### src/shared/scwp_pkg.sv
// constants, types and state layout for the spi command and write-protect block
//
// Contract
// - only modes 0 and 3; mode taken from clock level at each select fall
// - input sampled on clock rise, output changed only on clock fall
// - all transfers are eight-bit groups, most significant bit first
// - first byte after select is the op-code, then address, then data
// - memory commands carry two address bytes forming a 16-bit address
// - op-code 06h sets the write latch; no further bytes follow
// - op-code 04h clears the write latch, blocking all writes
// - after op-code 05h one status byte is shifted out
// - after op-code 01h next byte loads writable status bits unless protected
// - 03h memory read, 0Bh fast read, 02h memory write, each with address
// - B9h sleep, 9Fh identity, C3h serial number; ten op-codes in all
// - write latch is clear after power-up
// - write latch clears automatically when any write operation completes
// - status write never alters the latch flag bit
// - status reads protect-enable, 1, 0, 0, block bits, latch flag, 0
// - block-protect bits are kept in nonvolatile storage
// - block bits 00 none, 01 C000h-FFFFh, 10 8000h-FFFFh, 11 all
// - protect pin ignored when enable is 0; with enable and pin low, no status write
// - memory write needs latch set and address outside protected range only
// - select high: ignore clock and input, output high impedance
// - hold low: suspend, ignore clock and select, output high impedance
// - sequential access increments address per byte, wrapping FFFFh to 0000h
package scwp_pkg;

	// ---------------------------------------------------------------
	// op-codes
	// ---------------------------------------------------------------
	localparam logic [7:0] CMD_WRITE_ENABLE_SET = 8'h06;
	localparam logic [7:0] CMD_WRITE_DISABLE = 8'h04;
	localparam logic [7:0] CMD_STATUS_READ = 8'h05;
	localparam logic [7:0] CMD_STATUS_WRITE = 8'h01;
	localparam logic [7:0] CMD_MEM_READ = 8'h03;
	localparam logic [7:0] CMD_FAST_READ = 8'h0b;
	localparam logic [7:0] CMD_MEM_WRITE = 8'h02;
	localparam logic [7:0] CMD_SLEEP = 8'hb9;
	localparam logic [7:0] CMD_IDENTITY_READ = 8'h9f;
	localparam logic [7:0] CMD_SERIAL_NUMBER_READ = 8'hc3;

	// ---------------------------------------------------------------
	// status byte layout
	// ---------------------------------------------------------------
	localparam int STAT_PIN_PROTECT_POS = 7;
	localparam int STAT_BP_HI_POS = 3;
	localparam int STAT_BP_LO_POS = 2;
	localparam int STAT_LATCH_POS = 1;
	localparam logic [7:0] STAT_FIXED = 8'h40; // bit 6 one, 5/4/0 zero

	// ---------------------------------------------------------------
	// block protection ranges
	// ---------------------------------------------------------------
	localparam logic [1:0] BP_NONE = 2'b00;
	localparam logic [1:0] BP_QUARTER = 2'b01;
	localparam logic [1:0] BP_HALF = 2'b10;
	localparam logic [1:0] BP_ALL = 2'b11;
	localparam logic [15:0] BP_QUARTER_BASE = 16'hc000;
	localparam logic [15:0] BP_HALF_BASE = 16'h8000;

	// ---------------------------------------------------------------
	// counts
	// ---------------------------------------------------------------
	localparam logic [2:0] BIT_LAST = 3'd7;
	localparam logic [2:0] BIT_FIRST = 3'd0;
	localparam logic [15:0] ADDR_STEP = 16'h0001;

	// ---------------------------------------------------------------
	// carriers
	// ---------------------------------------------------------------
	typedef struct packed {
		logic sck;
		logic cs_n;
		logic mosi;
		logic hold_n;
		logic wp_n;
	} scwp_pins_t;

	typedef struct packed {
		logic pin_protect_enable;
		logic block_protect_hi;
		logic block_protect_lo;
	} scwp_nv_t;

	typedef struct packed {
		logic rd;
		logic wr;
		logic [15:0] addr;
		logic [7:0] wdata;
	} scwp_mem_t;

	typedef enum logic [8:0] {
		ST_IDLE = 9'b0_0000_0001,
		ST_OP = 9'b0_0000_0010,
		ST_ADDR = 9'b0_0000_0100,
		ST_DUMMY = 9'b0_0000_1000,
		ST_READ = 9'b0_0001_0000,
		ST_WRITE = 9'b0_0010_0000,
		ST_SR_RD = 9'b0_0100_0000,
		ST_SR_WR = 9'b0_1000_0000,
		ST_SKIP = 9'b1_0000_0000
	} scwp_phase_t;

	typedef struct packed {
		scwp_phase_t state;
		logic [2:0] bit_cnt;
		logic [7:0] rx_sh;
		logic [7:0] tx_sh;
		logic [7:0] tx_buf;
		logic [15:0] addr;
		logic addr_lo;
		logic fast;
		logic is_write;
		logic write_class;
		logic mode3;
		logic wp_lat;
		logic sck_prev;
		logic cs_prev_n;
		logic write_latch_flag;
		logic rd_wait;
		logic driving;
		logic miso;
		logic miso_oe;
		scwp_mem_t mem;
		logic nv_wr;
		scwp_nv_t nv_data;
		logic cmd_event;
		logic [7:0] cmd_code;
	} scwp_core_t;

	// ---------------------------------------------------------------
	// reset values
	// ---------------------------------------------------------------
	localparam scwp_pins_t PINS_IDLE = '{sck: 1'b0, cs_n: 1'b1, mosi: 1'b0,
		hold_n: 1'b1, wp_n: 1'b1};
	localparam scwp_nv_t NV_RESET = '{default: 1'b0};
	localparam scwp_core_t CORE_RESET = '{state: ST_IDLE, cs_prev_n: 1'b1,
		wp_lat: 1'b1, default: '0};

endpackage

### src/hdl/scwp_top.sv
// spi target front end: command framing, write latch, status and protection
module scwp_top
	import scwp_pkg::*;
(
	input wire logic core_clk,
	input wire logic rst,
	input wire logic nv_rst,
	input wire logic sck,
	input wire logic cs_n,
	input wire logic mosi,
	input wire logic hold_n,
	input wire logic wp_n,
	output logic miso,
	output logic miso_oe,
	output logic mem_rd,
	output logic mem_wr,
	output logic [15:0] mem_addr,
	output logic [7:0] mem_wdata,
	input wire logic [7:0] mem_rdata,
	output logic spi_mode3,
	output logic cmd_event,
	output logic [7:0] cmd_code
);

	// ---------------------------------------------------------------
	// pin synchronisation and nonvolatile bits
	// ---------------------------------------------------------------
	scwp_pins_t pins_raw;
	scwp_pins_t pins;
	scwp_nv_t nv;
	scwp_core_t st;
	scwp_core_t next_st;

	assign pins_raw = '{sck: sck, cs_n: cs_n, mosi: mosi, hold_n: hold_n,
		wp_n: wp_n};

	scwp_sync #(
		.W($bits(scwp_pins_t)),
		.RST_VAL(PINS_IDLE)
	) u_sync (
		.core_clk(core_clk),
		.rst(rst),
		.d(pins_raw),
		.q(pins)
	);

	scwp_nvbits u_nv (
		.core_clk(core_clk),
		.nv_rst(nv_rst),
		.wr(st.nv_wr),
		.din(st.nv_data),
		.q(nv)
	);

	// ---------------------------------------------------------------
	// helpers
	// ---------------------------------------------------------------

	// true when the byte address falls in the block-protected range
	function automatic logic in_protected(input logic [1:0] bp,
		input logic [15:0] a);
		logic hit;
		hit = 1'b0;
		unique case (bp)
			BP_NONE: hit = 1'b0;
			BP_QUARTER: hit = (a >= BP_QUARTER_BASE);
			BP_HALF: hit = (a >= BP_HALF_BASE);
			BP_ALL: hit = 1'b1;
		endcase
		return hit;
	endfunction

	// status byte as shifted out
	function automatic logic [7:0] status_byte(input scwp_nv_t n,
		input logic write_latch_flag);
		logic [7:0] s;
		s = STAT_FIXED;
		s[STAT_PIN_PROTECT_POS] = n.pin_protect_enable;
		s[STAT_BP_HI_POS] = n.block_protect_hi;
		s[STAT_BP_LO_POS] = n.block_protect_lo;
		s[STAT_LATCH_POS] = write_latch_flag;
		return s;
	endfunction

	// ---------------------------------------------------------------
	// command engine
	// ---------------------------------------------------------------
	logic holding;
	logic cs_fall;
	logic cs_rise;
	logic sck_rise;
	logic sck_fall;
	logic [7:0] rx;
	logic [15:0] addr_inc;
	logic sr_locked;

	// edge detection on synchronised pins; hold blocks every clock and select edge
	always_comb begin
		holding = ~pins.hold_n;
		cs_fall = ~holding & st.cs_prev_n & ~pins.cs_n;
		cs_rise = ~holding & ~st.cs_prev_n & pins.cs_n;
		sck_rise = ~holding & ~pins.cs_n & ~st.cs_prev_n
			& ~st.sck_prev & pins.sck;
		sck_fall = ~holding & ~pins.cs_n & ~st.cs_prev_n
			& st.sck_prev & ~pins.sck;
		rx = {st.rx_sh[6:0], pins.mosi};
		addr_inc = st.addr + ADDR_STEP;
		sr_locked = nv.pin_protect_enable & ~st.wp_lat;
	end

	// next-state logic of the whole front end
	always_comb begin
		next_st = st;
		next_st.mem.rd = 1'b0;
		next_st.mem.wr = 1'b0;
		next_st.nv_wr = 1'b0;
		next_st.cmd_event = 1'b0;
		next_st.rd_wait = st.mem.rd;
		// memory answers the cycle after the request is seen
		if (st.rd_wait) begin
			next_st.tx_buf = mem_rdata;
		end
		if (!holding) begin
			next_st.sck_prev = pins.sck;
			next_st.cs_prev_n = pins.cs_n;
		end
		if (cs_fall) begin
			// new frame: mode from clock level, protect pin latched
			next_st.state = ST_OP;
			next_st.mode3 = pins.sck;
			next_st.wp_lat = pins.wp_n;
			next_st.bit_cnt = BIT_FIRST;
			next_st.addr_lo = 1'b0;
			next_st.fast = 1'b0;
			next_st.is_write = 1'b0;
			next_st.write_class = 1'b0;
			next_st.driving = 1'b0;
		end else if (cs_rise) begin
			// frame end completes any write operation
			next_st.state = ST_IDLE;
			next_st.driving = 1'b0;
			if (st.write_class) begin
				next_st.write_latch_flag = 1'b0;
			end
		end else if (sck_rise) begin
			next_st.rx_sh = rx;
			next_st.bit_cnt = st.bit_cnt + 3'd1;
			if (st.bit_cnt == BIT_LAST) begin
				unique case (st.state)
					ST_OP: begin
						next_st.cmd_event = 1'b1;
						next_st.cmd_code = rx;
						next_st.state = ST_SKIP;
						unique case (rx)
							CMD_WRITE_ENABLE_SET: begin
								next_st.write_latch_flag = 1'b1;
							end
							CMD_WRITE_DISABLE: begin
								next_st.write_latch_flag = 1'b0;
							end
							CMD_STATUS_READ: begin
								next_st.state = ST_SR_RD;
								next_st.tx_buf = status_byte(nv, st.write_latch_flag);
							end
							CMD_STATUS_WRITE: begin
								next_st.state = ST_SR_WR;
								next_st.write_class = 1'b1;
							end
							CMD_MEM_READ: begin
								next_st.state = ST_ADDR;
							end
							CMD_FAST_READ: begin
								next_st.state = ST_ADDR;
								next_st.fast = 1'b1;
							end
							CMD_MEM_WRITE: begin
								next_st.state = ST_ADDR;
								next_st.is_write = 1'b1;
								next_st.write_class = 1'b1;
							end
							CMD_SLEEP, CMD_IDENTITY_READ,
							CMD_SERIAL_NUMBER_READ: begin
								next_st.state = ST_SKIP;
							end
							default: begin
								next_st.state = ST_SKIP;
							end
						endcase
					end
					ST_ADDR: begin
						if (!st.addr_lo) begin
							next_st.addr[15:8] = rx;
							next_st.addr_lo = 1'b1;
						end else begin
							next_st.addr[7:0] = rx;
							if (st.is_write) begin
								next_st.state = ST_WRITE;
							end else if (st.fast) begin
								next_st.state = ST_DUMMY;
							end else begin
								next_st.state = ST_READ;
								next_st.mem.rd = 1'b1;
								next_st.mem.addr = {st.addr[15:8], rx};
							end
						end
					end
					ST_DUMMY: begin
						// one byte of latency, input ignored
						next_st.state = ST_READ;
						next_st.mem.rd = 1'b1;
						next_st.mem.addr = st.addr;
					end
					ST_READ: begin
						// prefetch the following byte
						next_st.addr = addr_inc;
						next_st.mem.rd = 1'b1;
						next_st.mem.addr = addr_inc;
					end
					ST_WRITE: begin
						if (st.write_latch_flag && !in_protected({nv.block_protect_hi,
							nv.block_protect_lo}, st.addr)) begin
							next_st.mem.wr = 1'b1;
							next_st.mem.addr = st.addr;
							next_st.mem.wdata = rx;
						end
						next_st.addr = addr_inc;
					end
					ST_SR_WR: begin
						// latch flag bit of the data byte is not used
						if (st.write_latch_flag && !sr_locked) begin
							next_st.nv_wr = 1'b1;
							next_st.nv_data.pin_protect_enable =
								rx[STAT_PIN_PROTECT_POS];
							next_st.nv_data.block_protect_hi =
								rx[STAT_BP_HI_POS];
							next_st.nv_data.block_protect_lo =
								rx[STAT_BP_LO_POS];
						end
						next_st.state = ST_SKIP;
					end
					ST_SR_RD, ST_SKIP, ST_IDLE: begin
						next_st.state = st.state;
					end
					default: begin
						next_st.state = ST_SKIP;
					end
				endcase
			end
		end else if (sck_fall) begin
			// output shifts only in read phases
			if (st.state == ST_READ || st.state == ST_SR_RD) begin
				next_st.driving = 1'b1;
				if (st.bit_cnt == BIT_FIRST) begin
					next_st.miso = st.tx_buf[7];
					next_st.tx_sh = {st.tx_buf[6:0], 1'b0};
				end else begin
					next_st.miso = st.tx_sh[7];
					next_st.tx_sh = {st.tx_sh[6:0], 1'b0};
				end
			end
		end
		// pin drive: off under hold and while deselected
		next_st.miso_oe = next_st.driving & pins.hold_n
			& ~pins.cs_n;
	end

	// state register; latch clear at power-up
	always_ff @(posedge core_clk or posedge rst) begin
		if (rst) begin
			st <= CORE_RESET;
		end else begin
			st <= next_st;
		end
	end

	// ---------------------------------------------------------------
	// outputs, all straight from the state register
	// ---------------------------------------------------------------
	assign miso = st.miso;
	assign miso_oe = st.miso_oe;
	assign mem_rd = st.mem.rd;
	assign mem_wr = st.mem.wr;
	assign mem_addr = st.mem.addr;
	assign mem_wdata = st.mem.wdata;
	assign spi_mode3 = st.mode3;
	assign cmd_event = st.cmd_event;
	assign cmd_code = st.cmd_code;

endmodule

### src/hdl/scwp_sync.sv
// two flip-flop synchroniser for a group of pin inputs
module scwp_sync #(
	parameter int W = 1,
	parameter logic [W-1:0] RST_VAL = '0
) (
	input wire logic core_clk,
	input wire logic rst,
	input wire logic [W-1:0] d,
	output logic [W-1:0] q
);

	typedef struct packed {
		logic [W-1:0] meta;
		logic [W-1:0] sync;
	} scwp_sync_t;

	scwp_sync_t st;
	scwp_sync_t next_st;

	// first stage feeds only the second stage
	always_comb begin
		next_st.meta = d;
		next_st.sync = st.meta;
	end

	always_ff @(posedge core_clk or posedge rst) begin
		if (rst) begin
			st <= '{meta: RST_VAL, sync: RST_VAL};
		end else begin
			st <= next_st;
		end
	end

	assign q = st.sync;

endmodule

### src/hdl/scwp_nvbits.sv
// nonvolatile protection bits, cleared only by their own reset
module scwp_nvbits
	import scwp_pkg::*;
(
	input wire logic core_clk,
	input wire logic nv_rst,
	input wire logic wr,
	input wire scwp_nv_t din,
	output scwp_nv_t q
);

	scwp_nv_t st;
	scwp_nv_t next_st;

	// keep value across power-up resets; only a write changes it
	always_comb begin
		next_st = st;
		if (wr) begin
			next_st = din;
		end
	end

	always_ff @(posedge core_clk or posedge nv_rst) begin
		if (nv_rst) begin
			st <= NV_RESET;
		end else begin
			st <= next_st;
		end
	end

	assign q = st;

endmodule

### config.mk
export PLATFORM = sky130hd
export DESIGN_NAME = scwp_top
export DESIGN_NICKNAME = d
export VERILOG_FILES = /design/src/shared/scwp_pkg.sv /design/src/hdl/scwp_top.sv /design/src/hdl/scwp_sync.sv /design/src/hdl/scwp_nvbits.sv
export SDC_FILE = /design/constraint.sdc
export NUM_CORES = 1
export LEC_CHECK = 0
export ABC_AREA = 1
export ABC_CLOCK_PERIOD_IN_PS = 7400
export BUFFER_PORTS_ARGS = -buffer_cell sky130_fd_sc_hd__buf_2
export CORE_ASPECT_RATIO = 1.1
export CORE_MARGIN = 10
export CORE_UTILIZATION = 40
export CTS_CLUSTER_DIAMETER = 150
export DETAILED_ROUTE_END_ITERATION = 10
export GPL_TIMING_DRIVEN = 0
export PLACE_DENSITY_LB_ADDON = 0.25
export SYNTH_ARGS = -nofsm -noshare
export SYNTH_HDL_FRONTEND = slang
export SYNTH_SLANG_ARGS = --single-unit
### constraint.sdc
create_clock -name core_clk -period 7.4 [get_ports core_clk]
set_clock_uncertainty 0.05 [all_clocks]
set_input_delay 1.48 -clock core_clk [delete_from_list [all_inputs] [get_ports core_clk]]
set_output_delay 1.48 -clock core_clk [all_outputs]
set_load 0.005 [all_outputs]
==> flow_summary_export.csv <==
group,metric,value,unit
hold_path,hold_class,"flop to flop",
worst_setup_path,cp.arrival,1.06,ns
power_and_ir_drop,switching_power,390,µW
cts,cts_root_buffer,"clkbuf_16",
synthesis,muxShareOfSynthArea,0.323,%
route,top_layer_used,"met4",
worst_setup_path,crit_buf_inv,2,
route,wl_met1,6.72,mm
final_layout,final_nets,884,
timing,rsz0062_at_grt,"no",
synthesis,synth-xor-area-share,0.424,%
placement,dp_hpwl,11.2,mm
synthesis,synth-seq-cells,115,
die,std_cell_rows,47,
route,wl_per_cell,14.0,µm
route,route.met2.wl,7.10,mm
synthesis,netlist_area,6200,µm²
route,wirelength,15.0,mm
worst_setup_path,path_class,"flop to primary output",
placement,port-buffer-count,53,
cts,insertion_delay,0.42,ns
cts,postCtsHoldBufs,0,
global_routing,grt_start_max_net_pins,58,
synthesis,synth_fa_ha_area_share,1.01,%
cts,clock_path_buffers,2,
timing,tightest_slew,0.746,ns
cts,path_clk_slew,0.05,ns
worst_setup_path,cp_cell_sequence,"buf_4, buf_2",
synthesis,yosysWarnings,0,
final_layout,num_antenna_cells,0,
cts,htree_levels,4,
power_and_ir_drop,power.internal,1320,µW
worst_setup_path,cpPeakStageDelay,0.39,ns
power_and_ir_drop,combPwrFrac,7.5,%
global_routing,grt.total_usage,14.8,%
cts,tritoncts,"yes",
synthesis,avgSynthCellArea,7.85,µm²
global_routing,first_global_vias,5036,
synthesis,synth_top_family_by_area,"simple AND/OR/NAND/NOR gates",
route,firstDrtPassIters,5,
synthesis,synthMostInstantiatedCell,"nand2_1",
route,route.detailed.drc,0,
run_status,status,"finished clean",
timing,period_minus_slack,2.59,ns
cts,numClockSinks,115,
route,drt-initial-drc-count,385,
worst_setup_path,crit_family,"flip-flops",
route,ant_nets,0,
worst_setup_path,crit_path_top_delay_cell,"dfrtp_1",
timing,fin_tns_setup,0,ns
die,io-pin-count,54,
die,dieArea,20900,µm²
worst_setup_path,start_kind,"flop",
global_routing,antenna_found_initial,0,
synthesis,yosys.area_share.simple,31.9,%
synthesis,ys_seq_area_share,46.6,%
synthesis,ys.flop_type,"dfrtp_1",
route,vias_per_cell,4.87,
power_and_ir_drop,p_sw_share,22.8,%
final_layout,post-route-util,49.0,%
power_and_ir_drop,total_power,1710,µW
placement,dp.cells,1040,
synthesis,ys_top_cells_by_count,"nand2_1 (206), dfrtp_1 (106), nand3_1 (80), nor2_1 (79), inv_1 (73)",
die,fp.coreArea,15100,µm²
cts,cts_setup_buffers,0,
power_and_ir_drop,pwr-share-seq,39.0,%
worst_setup_path,r2r-start,"u_sync.q[3]$_DFF_PP1_",
timing,relSlewSlack,50.3,%
timing,slew_viol_final,0,
final_layout,area_growth,19.4,%
synthesis,synth_top_area_share,42.8,%
cts,cts_resized,0,
timing,hold_violations,0,
die,die-width,139,µm
synthesis,synth_edf_count,0,
timing,setup_viol,0,
worst_setup_path,critPathMaxFanout,2,
die,die_h,151,µm
final_layout,layout.cells.non_filler,1072,
synthesis,synth_nets,811,
global_routing,overflow,0,
synthesis,synthCells,790,
global_routing,grt_pass1_wl,25.0,mm
synthesis,async_flop_share,100,%
worst_setup_path,setup.worst_path.start,"mem_wdata[3]$_DFFE_PP0P_",
power_and_ir_drop,ir_drop,0.147,mV
synthesis,synth_cell_types,39,
die,start_util,41.0,%
route,wl_met3,822,µm
flow_run,max-cap-violations,0,
synthesis,synthTopCellsByArea,"dfrtp_1 (43%), nand2_1 (12%), nand3_1 (6.5%)",
final_layout,final_layout_size_suffix_gt1_share,20.8,%
placement,place_congestion,0.924,
power_and_ir_drop,clockPowerShare,53.5,%
final_layout,stdcell_area,7410,µm²
worst_setup_path,r2r_setup_slack,5.30,ns
cts,cts-buffers-inserted,17,
timing,fin_crit_sh,34.9,%
placement,postPlaceCellArea,6740,µm²
hold_path,hold_path_startpoint,"u_sync.next_st[4]$_DFF_PP0_",
route,vias,5225,
synthesis,synth_compound_area_share,9.26,%
power_and_ir_drop,power_leakage,0.00387,µW
worst_setup_path,endpoint_kind,"primary output",
worst_setup_path,cp_data_required_time,5.87,ns
synthesis,yosys.area.top_type,"dfrtp_1",
power_and_ir_drop,power_density,231,nW/µm²
timing,max_freq,0.387,GHz
final cells by class:
cell class | instances | area, µm²
clock buffer | 23 | 488
tap | 196 | 245
timing repair buffer | 54 | 293
multi-input combinational | 544 | 2660
clock inverter | 9 | 174
buffer | 51 | 354
fill | 1488 | 7710
inverter | 80 | 303
sequential | 115 | 2890
power groups by stage:
stage | combinational [µW] | sequential, µW | clock [µW]
5_1_grt | 145 | 668 | 961
4_1_cts | 129 | 666 | 929
3_5_place_dp | 128 | 676 | 0
3_3_place_gp | 125 | 676 | 0
2_1_floorplan | 89.0 | 671 | 0
6_report | 128 | 666 | 913
registers in the layout, summed over array words and instances (netlist names):
register        cells
miso                1
rx                  7
mem_wr              1
u_sync.next_st      5
mem_wdata           8
miso_oe             1
mem_rd              1
st                 57
cmd_event           1
u_sync.q            5
spi_mode3           1
mem_addr           16
cmd_code            8
u_nv.q              3
logic make-up (layout without fill, tap and decap cells):
family / after synthesis / after routing
fa+ha+maj: 5 / 5
compound gates: 112 / 112
mux: 2 / 2
buf+inv: 131 / 217
flops: 115 / 115
simple gates: 422 / 422
xor+xnor: 3 / 3
through the flow:
| stage | hold slack, ns | worst slack [ns] |
|---|---|---|
| 5_1_grt | 0.301 | 4.78 |
| 4_1_cts | 0.297 | 4.79 |
| 6_report | 0.295 | 4.81 |
| 3_3_place_gp | 0.283 | 1.54 |
| 2_1_floorplan | 0.281 | 2.93 |
| 3_5_place_dp | 0.285 | 4.89 |
metal layers:
| metal | global-route usage, % | vias to the layer above |
|---|---|---|
| met5 | 0 | - |
| li1 | - | 2677 |
| met3 | 3.75 | 36 |
| met4 | 7.41 | 0 |
| met1 | 17.9 | 2386 |
| met2 | 24.1 | 126 |
cell usage in the layout, fill, tap and decap left out, drive strengths merged:
cell / Yosys / routed
inv: 80 / 80
nand4: 9 / 9
xor2: 3 / 3
o22ai: 1 / 1
o21ai: 59 / 59
ha: 5 / 5
dfrtp: 106 / 106
nand3: 87 / 87
dfstp: 9 / 9
or2: 1 / 1
nor4: 1 / 1
clkinv: 0 / 4
clkbuf: 5 / 28
and3: 1 / 1
nand3b: 1 / 1
nor3: 14 / 14
o21bai: 1 / 1
o2111ai: 1 / 1
buf: 46 / 100
mux2i: 2 / 2
nand2: 216 / 216
a31oi: 1 / 1
bufinv: 0 / 5
o31ai: 2 / 2
a21oi: 47 / 47
nor2: 92 / 92
worst paths after layout:
kind	endpoint	depth (start not counted)
setup / recovery	mem_wdata[3]	2
min in group asynchronous	u_nv.q[2]$_DFFE_PP0P_	2
setup reg to reg	st[103]$_DFFE_PP0P_	8
hold / removal	u_sync.q[4]$_DFF_PP0_	0
hold reg to reg	u_sync.q[4]$_DFF_PP0_	0
max in group asynchronous	st[95]$_DFFE_PP1P_	3
Power figures use the tool's default switching activity.
